$ cat src/hw/twms_pkg.sv
/* Shared constants and types of the two-wire master sequencer.
   Assumes: compiled before hw/twms_top.sv. */
package twms_pkg;
    // ****************
    // Register map
    // ****************
    localparam int         AW       = 8;
    localparam logic [7:0] A_CMD    = 8'h00;
    localparam logic [7:0] A_NCMD   = 8'h04;
    localparam logic [7:0] A_RHR    = 8'h08;
    localparam logic [7:0] A_THR    = 8'h0c;
    localparam logic [7:0] A_STAT   = 8'h10;
    localparam logic [7:0] A_DIV    = 8'h14;
    localparam logic [1:0] RESP_OK  = 2'h0;
    localparam logic [1:0] RESP_ERR = 2'h2;
    // ****************
    // Byte framing
    // ****************
    localparam logic [3:0] BIT_LAST = 4'h8;
    localparam logic [4:0] TEN_HDR  = 5'h1e;
    localparam logic [7:0] ONE_BYTE = 8'h01;
    localparam logic [7:0] ALL_ONES = 8'hff;
    // ****************
    // Types
    // ****************
    typedef struct packed {
        logic       valid;
        logic [7:0] byte_count;
        logic       ten_bit_address_enable;
        logic       repeat_same_address;
        logic       ack_final_byte;
        logic       stop;
        logic       start;
        logic       read;
        logic [9:0] addr;
    } twms_cmd_t;
    localparam int        CMD_W   = $bits(twms_cmd_t);
    localparam twms_cmd_t CMD_RST = '0;
    typedef struct packed {
        logic hs_master_code_ack_flag;
        logic arbLost;
        logic data_nack_flag;
        logic address_nack_flag;
        logic command_complete_flag;
        logic txEmpty;
        logic rxFull;
    } twms_stat_t;
    localparam int         STAT_W   = $bits(twms_stat_t);
    localparam twms_stat_t STAT_RST = 7'h02;
    localparam logic [6:0] STAT_W1C = 7'h7c;
    typedef enum logic [3:0] {
        S_IDLE   = 4'h0,
        S_START  = 4'h1,
        S_LOAD   = 4'h3,
        S_BLO    = 4'h2,
        S_BHI    = 4'h6,
        S_NEXT   = 4'h7,
        S_STOPLO = 4'h5,
        S_STOPHI = 4'h4,
        S_RS     = 4'hc,
        S_LOST   = 4'hd
    } twms_state_t;
    typedef enum logic [1:0] {K_ADR1 = 2'h0, K_ADR2 = 2'h1, K_DATA = 2'h3} twms_kind_t;
endpackage : twms_pkg

$ cat src/hw/twms_top.sv
/* Two-wire bus master sequencer with AXI4-Lite registers.
   Assumes: open-drain lines pulled up outside; pins arrive asynchronous to clk.
// Summary of operation
// Receiving, clock held low while receive holding register is full.
// Each received byte goes to holding register, full flag set.
// Last byte of a read answered with NACK, others with ACK.
// Byte count decremented per byte; at zero with stop, STOP sent.
// Read with start, stop and zero count gives START, address, STOP.
// Ninth pulse of a read byte: master drives the acknowledge.
// Receive full flag doubles as DMA receive request.
// Software sets up DMA, programs command, waits end flag, disables.
// Arbitration lost when driving one but bus reads zero.
// After loss: stop driving, flag it, wait for STOP.
// Bus occupied by another master: wait for STOP before START.
// No busy or free bus status bit is visible.
// Next command with start after no-stop command: repeated START.
// Commands without start or stop continue the transfer.
// Acknowledge-final-byte bit makes the last byte ACKed.
// Software writes and reads data only when flags allow.
// Each command carries start, stop, address, count, direction.
// Ten-bit enable gives ten-bit addressing using upper address bits.
// Ten-bit write is one command with start and stop.
// Repeat-same-address with ten-bit sends only first byte with read.
// No new transfer while a nack, loss or master code flag set.
// On loss both lines released, no completion, command kept valid.
// Finished command replaced by valid next command automatically.
// Data line checked during every bit driven high.
*/
// Register access over AXI4-Lite and the address map were chosen for this implementation.
module twms_top
    import twms_pkg::*;
#(
    parameter int                DIV_W   = 16,
    parameter logic [DIV_W-1:0]  DIV_RST = 4
) (
    input  wire logic                   clk,
    input  wire logic                   rst,
    input  wire logic                   ce,
    input  wire logic                   awvalid,
    output      logic                   awready,
    input  wire logic [twms_pkg::AW-1:0] awaddr,
    input  wire logic [2:0]             awprot,
    input  wire logic                   wvalid,
    output      logic                   wready,
    input  wire logic [31:0]            wdata,
    input  wire logic [3:0]             wstrb,
    output      logic                   bvalid,
    input  wire logic                   bready,
    output      logic [1:0]             bresp,
    input  wire logic                   arvalid,
    output      logic                   arready,
    input  wire logic [twms_pkg::AW-1:0] araddr,
    input  wire logic [2:0]             arprot,
    output      logic                   rvalid,
    input  wire logic                   rready,
    output      logic [31:0]            rdata,
    output      logic [1:0]             rresp,
    input  wire logic                   sclIn,
    output      logic                   sclOut,
    output      logic                   sclOe,
    input  wire logic                   sdaIn,
    output      logic                   sdaOut,
    output      logic                   sdaOe,
    output      logic                   dmaRxReq
);
    if (DIV_W < 2 || DIV_W > 16 || DIV_RST == 0) begin : g_chk
        $error("twms_top: unsupported divider setting");
    end

    function automatic logic [31:0] strbMerge(input logic [31:0] old,
                                              input logic [31:0] nw,
                                              input logic [3:0]  strb);
        logic [31:0] m;
        m = old;
        for (int i = 0; i < 4; i++) begin
            if (strb[i]) begin
                m[i*8 +: 8] = nw[i*8 +: 8];
            end
        end
        return m;
    endfunction : strbMerge

    function automatic logic isMapped(input logic [AW-1:0] a);
        return a inside {A_CMD, A_NCMD, A_RHR, A_THR, A_STAT, A_DIV};
    endfunction : isMapped

    logic [1:0]       sclSync_reg, sdaSync_reg;
    logic             sdaPrev_reg, busy_reg, lowDrive_reg;
    twms_state_t      state_reg;
    twms_kind_t       kind_reg;
    logic [3:0]       bitCnt_reg;
    logic [8:0]       shift_reg;
    logic [7:0]       rx_reg, rhr_reg, thr_reg;
    logic [DIV_W-1:0] cnt_reg, div_reg;
    logic             sclOe_reg, sdaOe_reg;
    twms_cmd_t        cmd_reg, ncmd_reg;
    twms_stat_t       stat_reg;
    logic             awready_reg, wready_reg, bvalid_reg, arready_reg, rvalid_reg;
    logic [1:0]       bresp_reg, rresp_reg;
    logic [31:0]      rdata_reg, wData_reg;
    logic [AW-1:0]    awAddr_reg;
    logic [3:0]       wStrb_reg;
    logic             scl, sda, startSeen, stopSeen, errs, readData, lastBit;
    logic             usDrive, sclWait, arbLose, bitEnd, byteEnd, addrNak, dataNak;
    logic             rxByte, addrFinal, doneEv, loadOk, txTake, wrGo, rdGo;

    assign scl       = sclSync_reg[1];
    assign sda       = sdaSync_reg[1];
    assign startSeen = scl && sdaPrev_reg && !sda;
    assign stopSeen  = scl && !sdaPrev_reg && sda;
    assign errs      = stat_reg.address_nack_flag | stat_reg.data_nack_flag | stat_reg.arbLost | stat_reg.hs_master_code_ack_flag;
    assign readData  = kind_reg == K_DATA && cmd_reg.read;
    assign lastBit   = bitCnt_reg == BIT_LAST;
    assign usDrive   = readData ? lastBit : !lastBit;
    assign sclWait   = !scl && (state_reg == S_BHI || state_reg == S_STOPHI
                                || (state_reg == S_RS && !sclOe_reg));
    assign arbLose   = state_reg == S_BHI && scl && usDrive && shift_reg[8] && !sda;
    assign bitEnd    = state_reg == S_BHI && scl && cnt_reg == '0 && !arbLose;
    assign byteEnd   = bitEnd && lastBit;
    assign addrNak   = byteEnd && kind_reg != K_DATA && sda;
    assign dataNak   = byteEnd && kind_reg == K_DATA && !cmd_reg.read && sda;
    assign rxByte    = byteEnd && readData;
    assign addrFinal = kind_reg == K_ADR2 || !cmd_reg.ten_bit_address_enable || cmd_reg.repeat_same_address;
    assign doneEv    = byteEnd && !addrNak && !dataNak
                       && (kind_reg == K_DATA ? cmd_reg.byte_count == ONE_BYTE
                                              : addrFinal && cmd_reg.byte_count == '0);
    assign loadOk    = kind_reg != K_DATA
                       || (cmd_reg.read ? !stat_reg.rxFull : !stat_reg.txEmpty);
    assign txTake    = state_reg == S_LOAD && kind_reg == K_DATA && !cmd_reg.read
                       && !stat_reg.txEmpty;
    assign wrGo      = !awready_reg && !wready_reg && !bvalid_reg;
    assign rdGo      = arvalid && arready_reg;

    // ****************
    // Line sampling and bus occupancy
    // ****************
    always_ff @(posedge clk) begin
        if (rst) begin
            sclSync_reg  <= 2'h3;
            sdaSync_reg  <= 2'h3;
            sdaPrev_reg  <= 1'b1;
            busy_reg     <= 1'b0;
            lowDrive_reg <= 1'b0;
        end else if (ce) begin
            sclSync_reg <= {sclSync_reg[0], sclIn};
            sdaSync_reg <= {sdaSync_reg[0], sdaIn};
            sdaPrev_reg <= sda;
            if (startSeen) begin
                busy_reg <= 1'b1;
            end else if (stopSeen) begin
                busy_reg <= 1'b0;
            end
        end
    end

    // ****************
    // Bit sequencer
    // ****************
    always_ff @(posedge clk) begin
        if (rst) begin
            state_reg  <= S_IDLE;
            kind_reg   <= K_ADR1;
            sclOe_reg  <= 1'b0;
            sdaOe_reg  <= 1'b0;
            cnt_reg    <= '0;
            bitCnt_reg <= '0;
            shift_reg  <= '0;
            rx_reg     <= '0;
        end else if (ce) begin
            if (cnt_reg != '0 && !sclWait) begin
                cnt_reg <= cnt_reg - 1'b1;
            end
            unique case (state_reg)
                S_IDLE: if (cmd_reg.valid && !errs && !busy_reg) begin
                    sdaOe_reg <= 1'b1;
                    cnt_reg   <= div_reg;
                    state_reg <= S_START;
                end
                S_START: if (cnt_reg == '0) begin
                    sclOe_reg <= 1'b1;
                    kind_reg  <= cmd_reg.start ? K_ADR1 : K_DATA;
                    state_reg <= S_LOAD;
                end
                S_LOAD: if (loadOk) begin
                    unique case (kind_reg)
                        K_ADR1: shift_reg <= cmd_reg.ten_bit_address_enable
                            ? {TEN_HDR, cmd_reg.addr[9:8], cmd_reg.repeat_same_address & cmd_reg.read, 1'b1}
                            : {cmd_reg.addr[6:0], cmd_reg.read, 1'b1};
                        K_ADR2: shift_reg <= {cmd_reg.addr[7:0], 1'b1};
                        default: shift_reg <= cmd_reg.read
                            ? {ALL_ONES, cmd_reg.byte_count == ONE_BYTE && !cmd_reg.ack_final_byte}
                            : {thr_reg, 1'b1};
                    endcase
                    bitCnt_reg <= '0;
                    cnt_reg    <= div_reg;
                    state_reg  <= S_BLO;
                end
                S_BLO: begin
                    sdaOe_reg <= !shift_reg[8];
                    if (cnt_reg == '0) begin
                        sclOe_reg <= 1'b0;
                        cnt_reg   <= div_reg;
                        state_reg <= S_BHI;
                    end
                end
                S_BHI: if (arbLose) begin
                    sclOe_reg <= 1'b0;
                    sdaOe_reg <= 1'b0;
                    state_reg <= S_LOST;
                end else if (bitEnd) begin
                    sclOe_reg  <= 1'b1;
                    shift_reg  <= {shift_reg[7:0], 1'b1};
                    bitCnt_reg <= bitCnt_reg + 4'h1;
                    cnt_reg    <= div_reg;
                    if (!lastBit) begin
                        rx_reg    <= {rx_reg[6:0], sda};
                        state_reg <= S_BLO;
                    end else if (addrNak || dataNak || (doneEv && cmd_reg.stop)) begin
                        state_reg <= S_STOPLO;
                    end else if (doneEv) begin
                        state_reg <= S_NEXT;
                    end else begin
                        kind_reg  <= kind_reg == K_ADR1 && cmd_reg.ten_bit_address_enable && !cmd_reg.repeat_same_address
                                     ? K_ADR2 : K_DATA;
                        state_reg <= S_LOAD;
                    end
                end
                S_STOPLO: begin
                    sdaOe_reg <= 1'b1;
                    if (cnt_reg == '0) begin
                        sclOe_reg <= 1'b0;
                        cnt_reg   <= div_reg;
                        state_reg <= S_STOPHI;
                    end
                end
                S_STOPHI: if (cnt_reg == '0 && scl) begin
                    sdaOe_reg <= 1'b0;
                    state_reg <= S_IDLE;
                end
                S_NEXT: if (cmd_reg.valid && !errs) begin
                    cnt_reg <= div_reg;
                    if (cmd_reg.start) begin
                        sdaOe_reg <= 1'b0;
                        state_reg <= S_RS;
                    end else begin
                        kind_reg  <= K_DATA;
                        state_reg <= S_LOAD;
                    end
                end
                S_RS: if (cnt_reg == '0 && (sclOe_reg || scl)) begin
                    cnt_reg <= div_reg;
                    if (sclOe_reg) begin
                        sclOe_reg <= 1'b0;
                    end else begin
                        sdaOe_reg <= 1'b1;
                        state_reg <= S_START;
                    end
                end
                S_LOST: if (stopSeen) begin
                    state_reg <= S_IDLE;
                end
                default: state_reg <= S_IDLE;
            endcase
        end
    end

    // ****************
    // Registers and flags
    // ****************
    always_ff @(posedge clk) begin
        if (rst) begin
            cmd_reg  <= CMD_RST;
            ncmd_reg <= CMD_RST;
            stat_reg <= STAT_RST;
            rhr_reg  <= '0;
            thr_reg  <= '0;
            div_reg  <= DIV_RST;
        end else if (ce) begin
            if (wrGo) begin
                case (awAddr_reg)
                    A_CMD:  cmd_reg  <= CMD_W'(strbMerge(32'(cmd_reg), wData_reg, wStrb_reg));
                    A_NCMD: ncmd_reg <= CMD_W'(strbMerge(32'(ncmd_reg), wData_reg, wStrb_reg));
                    A_THR: begin
                        thr_reg          <= wData_reg[7:0];
                        stat_reg.txEmpty <= 1'b0;
                    end
                    A_STAT: stat_reg <= stat_reg & ~(wData_reg[STAT_W-1:0] & STAT_W1C);
                    A_DIV:  div_reg  <= DIV_W'(strbMerge(32'(div_reg), wData_reg, wStrb_reg));
                    default: ;
                endcase
            end
            if (rdGo && araddr == A_RHR) begin
                stat_reg.rxFull <= 1'b0;
            end
            if (rxByte) begin
                rhr_reg         <= rx_reg;
                stat_reg.rxFull <= 1'b1;
            end
            if (txTake) begin
                stat_reg.txEmpty <= 1'b1;
            end
            if (addrNak) begin
                stat_reg.address_nack_flag <= 1'b1;
            end
            if (dataNak) begin
                stat_reg.data_nack_flag <= 1'b1;
            end
            if (arbLose) begin
                stat_reg.arbLost <= 1'b1;
            end
            if (byteEnd && kind_reg == K_DATA && !dataNak) begin
                cmd_reg.byte_count <= cmd_reg.byte_count - ONE_BYTE;
            end
            if (doneEv) begin
                stat_reg.command_complete_flag <= 1'b1;
                cmd_reg        <= ncmd_reg;
                if (!(wrGo && awAddr_reg == A_NCMD)) begin
                    ncmd_reg.valid <= 1'b0;
                end
            end
        end
    end

    // ****************
    // AXI4-Lite slave
    // ****************
    always_ff @(posedge clk) begin
        if (rst) begin
            awready_reg <= 1'b1;
            wready_reg  <= 1'b1;
            bvalid_reg  <= 1'b0;
            bresp_reg   <= RESP_OK;
            awAddr_reg  <= '0;
            wData_reg   <= '0;
            wStrb_reg   <= '0;
        end else if (ce) begin
            if (awvalid && awready_reg) begin
                awAddr_reg  <= awaddr;
                awready_reg <= 1'b0;
            end
            if (wvalid && wready_reg) begin
                wData_reg  <= wdata;
                wStrb_reg  <= wstrb;
                wready_reg <= 1'b0;
            end
            if (wrGo) begin
                bvalid_reg <= 1'b1;
                bresp_reg  <= isMapped(awAddr_reg) ? RESP_OK : RESP_ERR;
            end
            if (bvalid_reg && bready) begin
                bvalid_reg  <= 1'b0;
                awready_reg <= 1'b1;
                wready_reg  <= 1'b1;
            end
        end
    end

    always_ff @(posedge clk) begin
        if (rst) begin
            arready_reg <= 1'b1;
            rvalid_reg  <= 1'b0;
            rresp_reg   <= RESP_OK;
            rdata_reg   <= '0;
        end else if (ce) begin
            if (rdGo) begin
                arready_reg <= 1'b0;
                rvalid_reg  <= 1'b1;
                rresp_reg   <= isMapped(araddr) ? RESP_OK : RESP_ERR;
                case (araddr)
                    A_CMD:   rdata_reg <= 32'(cmd_reg);
                    A_NCMD:  rdata_reg <= 32'(ncmd_reg);
                    A_RHR:   rdata_reg <= 32'(rhr_reg);
                    A_STAT:  rdata_reg <= 32'(stat_reg);
                    A_DIV:   rdata_reg <= 32'(div_reg);
                    default: rdata_reg <= '0;
                endcase
            end
            if (rvalid_reg && rready) begin
                rvalid_reg  <= 1'b0;
                arready_reg <= 1'b1;
            end
        end
    end

    assign awready  = awready_reg;
    assign wready   = wready_reg;
    assign bvalid   = bvalid_reg;
    assign bresp    = bresp_reg;
    assign arready  = arready_reg;
    assign rvalid   = rvalid_reg;
    assign rdata    = rdata_reg;
    assign rresp    = rresp_reg;
    assign sclOut   = lowDrive_reg;
    assign sdaOut   = lowDrive_reg;
    assign sclOe    = sclOe_reg;
    assign sdaOe    = sdaOe_reg;
    assign dmaRxReq = stat_reg.rxFull;
endmodule : twms_top

$ cat config.mk
export PLATFORM = sky130hd
export DESIGN_NAME = twms_top
export DESIGN_NICKNAME = d
export VERILOG_FILES = /design/src/hw/twms_pkg.sv /design/src/hw/twms_top.sv
export SDC_FILE = /design/constraint.sdc
export NUM_CORES = 1
export LEC_CHECK = 0
export BUFFER_PORTS_ARGS = -buffer_cell sky130_fd_sc_hd__buf_2
export CAP_MARGIN = 20
export CORE_MARGIN = 2
export CORE_UTILIZATION = 39
export DETAILED_ROUTE_END_ITERATION = 16
export PLACE_DENSITY_LB_ADDON = 0.05
export SYNTH_ARGS = -nofsm -noshare
export SYNTH_HDL_FRONTEND = slang
export SYNTH_SLANG_ARGS = --single-unit
$ cat constraint.sdc
create_clock -name clk -period 2.7 [get_ports clk]
set_clock_uncertainty 0.15 [all_clocks]
set_input_delay 0.27 -clock clk [delete_from_list [all_inputs] [get_ports clk]]
set_output_delay 0.27 -clock clk [all_outputs]
set_load 0.02 [all_outputs]
==> impl_summary.txt <==
----------------------------------------------------
[STA]
  RSZ-0062 raised after global routing ... yes
  Total count of hold-check failures in the final report ... 0
  Worst setup margin ... -0.136 ns
  Post-route setup TNS ... -2.38 ns
  Fin crit share ... 1.05
  Fin. max-slew vios ... 0
  Slew at the pin closest to its max-slew limit ... 0.610 ns
  Worst hold-check slack ... 0.0280 ns
  Max frequency ... 353 MHz
  Max-Slew Margin vs Limit ... 0.593
  Min Clock Period, post-route ... 2.84 ns
  Final number of setup-violating endpoints ... 36

[Power and ir drop]
  Power after layout ... 10.1 mW
  PwrDens ... 704 nW/um^2
  Static power due to leakage ... 6.10 nW
  Peak supply drop ... 0.751 mV

[Global route]
  Overall track demand over capacity in global routing ... 0.243
  Pin count of the biggest net entering global routing ... 130
  Grt total ovfl ... 0
  Number of global-route vias before repair ... 9,688
  Number of antenna violations at the first check in global routing ... 0
  Global-route wire length before repair ... 54.2 mm

[Routing]
  Wire length after detailed routing ... 34.7 mm
  Antenna-violating nets left ... 0
  Detail-routed net length per standard cell ... 18.9 um
  First-pass DRT Iterations ... 5
  Post-detailed-route via-to-cell ratio ... 5.38
  Detailed-route via count ... 9,863
  Number of DRC markers after the initial detailed-route iteration ... 651
  Post-route DRC ... 0

[Floorplanning]
  Floorplan die height ... 166 um
  Effective utilization at floorplan ... 0.396
  Die extent in x ... 166 um
  Area of the core ... 26,000 sq um
  Die outline area ... 27,700 sq um
  Num rows ... 59
  Number of ports placed on the die boundary ... 114

[Job]
  Reported max-cap violation count ... 0

[Finish]
  Layout cell share with drive strength beyond 1 ... 0.294
  Layout Utilization ... 0.551
  Layout Area Growth over Synthesis ... 39.3%
  Most used cells in the layout excluding fill and tap cells ... 204 x sky130_fd_sc_hd__dfxtp_1, 177 x sky130_fd_sc_hd__nor2_1, 161 x sky130_fd_sc_hd__nand2_1, 144 x sky130_fd_sc_hd__buf_4, 111 x sky130_fd_sc_hd__mux2i_1
  Net count, final ... 1,557
  Most frequent standard cell in the layout excluding fill and tap cells ... sky130_fd_sc_hd__dfxtp_1
  Finished Cell Area ... 14,300 sq um
  N_diodes ... 0

[Clocking]
  Sinks on Clock Net ... 209
  Number of buffers created by CTS ... 25
  Clock slew seen by the registers of the worst setup and hold paths ... 0.06 ns
  Clock tree from TritonCTS ... done
  Level count of the clock H-tree ... 1
  Max Root-Sink Buffers ... 3
  Clock root cell ... sky130_fd_sc_hd__clkbuf_16
  Clock latency at the later pin of the worst-skew pair ... 0.53 ns

[Place]
  Post-Place Cell Area ... 12,000 sq um
  Buffers added on ports ... 89
  Global placer's final weighted congestion ... 0.896
  DPL Wire Length ... 23.6 mm

[Logic synthesis]
  Share of cell area taken by muxes after synthesis ... 0.152
  Fraction of registers with async set or reset after synthesis ... 0
  Gate count after technology mapping ... 1,216
  Simple logic cell fraction of the synthesized area ... 0.226
  Seq/Total Area, Yosys ... 0.407
  Post-Synthesis Cell Area ... 10,300 sq um
  Number of synthesized register bits ... 209
  Unique masters post-synth ... 82
  Synth Area in Adders ... 0.00608
  Synthesized area per cell ... 8.45 sq um
  Main combinational cell family by area after synthesis ... simple AND/OR/NAND/NOR gates
  Compound-cell area share of the yosys netlist ... 0.156
  Synth Warn # ... 0
  Post-synth EDFFs ... 0
  Ys flop type ... sky130_fd_sc_hd__dfxtp_1
  Parity-gate share of the synthesized area counting xor and xnor cells ... 0.00596

[Setup path]
  Required time at the worst-slack endpoint ... 3.00 ns
  Crit path capture type ... register
  Arrival @ worst endpoint ... 3.13 ns
  Max stage delay on crit path ... 0.48 ns
  Cell with the largest stage delay on the worst path ... sky130_fd_sc_hd__or4b_4
  Reg-to-reg setup timing slack ... -0.14 ns
  Critical Path Start Type ... register
  Critical path, cell by cell ... inv_2 -> ha_4 -> or4b_4 -> nor4_4 -> o2111ai_4 -> a221oi_4 -> nand2_2 -> buf_12 -> buf_4 -> mux2i_1 -> a221oi_2
  Setup Crit Path Kind ... reg2reg
  Crit path max fanout ... 8
  WP buf/inv ... 3
  Cell class contributing the biggest share of worst-path delay ... simple AND/OR/NAND/NOR gates

[Run status]
  Failing checks ... setup timing
  Outcome ... finished with violations

[Worst hold path]
  Worst min-delay path category ... in2reg

----------------------------------------------------
-- Yosys cell counts, drive strengths merged, types with 5 or more instances --
| master | count | share of area |
|---|---|---|
| a211oi | 8 | 0.0063 |
| a21oi | 84 | 0.041 |
| a221oi | 12 | 0.013 |
| a222oi | 8 | 0.0078 |
| a22oi | 13 | 0.0095 |
| a311oi | 7 | 0.0060 |
| a31oi | 18 | 0.011 |
| and2 | 10 | 0.0063 |
| and3 | 5 | 0.0030 |
| buf | 28 | 0.017 |
| clkbuf | 62 | 0.023 |
| dfxtp | 209 | 0.41 |
| ha | 5 | 0.0061 |
| inv | 21 | 0.0077 |
| mux2 | 39 | 0.043 |
| mux2i | 112 | 0.11 |
| nand2 | 169 | 0.062 |
| nand2b | 7 | 0.0043 |
| nand3 | 26 | 0.013 |
| nand4b | 5 | 0.0043 |
| nor2 | 181 | 0.066 |
| nor2b | 14 | 0.0085 |
| nor3 | 18 | 0.010 |
| nor3b | 8 | 0.0058 |
| nor4 | 9 | 0.0082 |
| nor4b | 6 | 0.0063 |
| o211ai | 6 | 0.0044 |
| o21ai | 46 | 0.023 |
| o221ai | 5 | 0.0043 |
| or3 | 8 | 0.0049 |
| or4 | 6 | 0.0051 |
-- worst register-to-register path, stage by stage (launching register included) --
cell                        delay [ns]
sky130_fd_sc_hd__dfxtp_2          0.33
sky130_fd_sc_hd__inv_2            0.07
sky130_fd_sc_hd__ha_4             0.14
sky130_fd_sc_hd__or4b_4           0.48
sky130_fd_sc_hd__nor4_4           0.24
sky130_fd_sc_hd__o2111ai_4        0.20
sky130_fd_sc_hd__a221oi_4         0.36
sky130_fd_sc_hd__nand2_2          0.11
sky130_fd_sc_hd__buf_12           0.15
sky130_fd_sc_hd__buf_4            0.14
sky130_fd_sc_hd__mux2i_1          0.13
sky130_fd_sc_hd__a221oi_2         0.26
-- worst paths after layout --
check | endpoint | from | cells after the start
hold / removal | rresp[1]$_SDFFE_PP0P_ | araddr[4] | 3
setup / recovery | cnt_reg[3]$_SDFFE_PP0P_ | cnt_reg[0]$_SDFFE_PP0P_ | 11
hold reg to reg | rhr_reg[6]$_SDFFE_PP0P_ | rhr_reg[6]$_SDFFE_PP0P_ | 2
setup reg to reg | cnt_reg[3]$_SDFFE_PP0P_ | cnt_reg[0]$_SDFFE_PP0P_ | 11
-- final cells by class --
| type | count | area (sq um) |
|---|---|---|
| Fill cell | 2407 | 11700 |
| Multi-Input combinational cell | 908 | 6180 |
| Clock inverter | 7 | 139 |
| Clock buffer | 34 | 719 |
| Tap cell | 335 | 419 |
| Inverter | 21 | 78.8 |
| Timing Repair Buffer | 319 | 2600 |
| Sequential cell | 209 | 4190 |
-- repair_timing --
action	CTS	global route
endpoints found under the hold margin	72	0
gates cloned	4	3
pin swaps	39	40
hold buffers	49	0
endpoints found under the setup margin	62	81
setup buffers	22	22
resized for setup	73	71
-- kinds of logic after synthesis --
| kind of cell | count (synthesis) |
|---|---|
| fa+ha+maj | 5 |
| other cells | 1 |
| compound gates | 239 |
| mux | 151 |
| flops | 209 |
| buf+inv | 111 |
| simple gates | 493 |
| xor+xnor | 7 |
-- report_power, final --
group          internal, mW  switching, mW  leakage, nW
registers              3.24          0.125         1.69
clock network          2.23           1.34        0.424
logic                  1.60           1.55         3.99
-- metrics by stage --
stage	setup WS, ns	cells
floorplan	-0.00552	1226
global placement	-0.223	1697
detailed placement	-0.316	1697
CTS	-0.227	1812
global route	-0.241	1833
finish	-0.136	1833
-- per-layer routing --
layer / global-route usage / up-vias / routed length, um
li1: - / 4835 / -
met1: 0.334 / 4755 / 16300
met2: 0.394 / 223 / 15900
met3: 0.0384 / 50 / 1580
met4: 0.0731 / 0 / 826
met5: 0 / - / 0
Note: power is estimated with default switching activity, not from simulation.
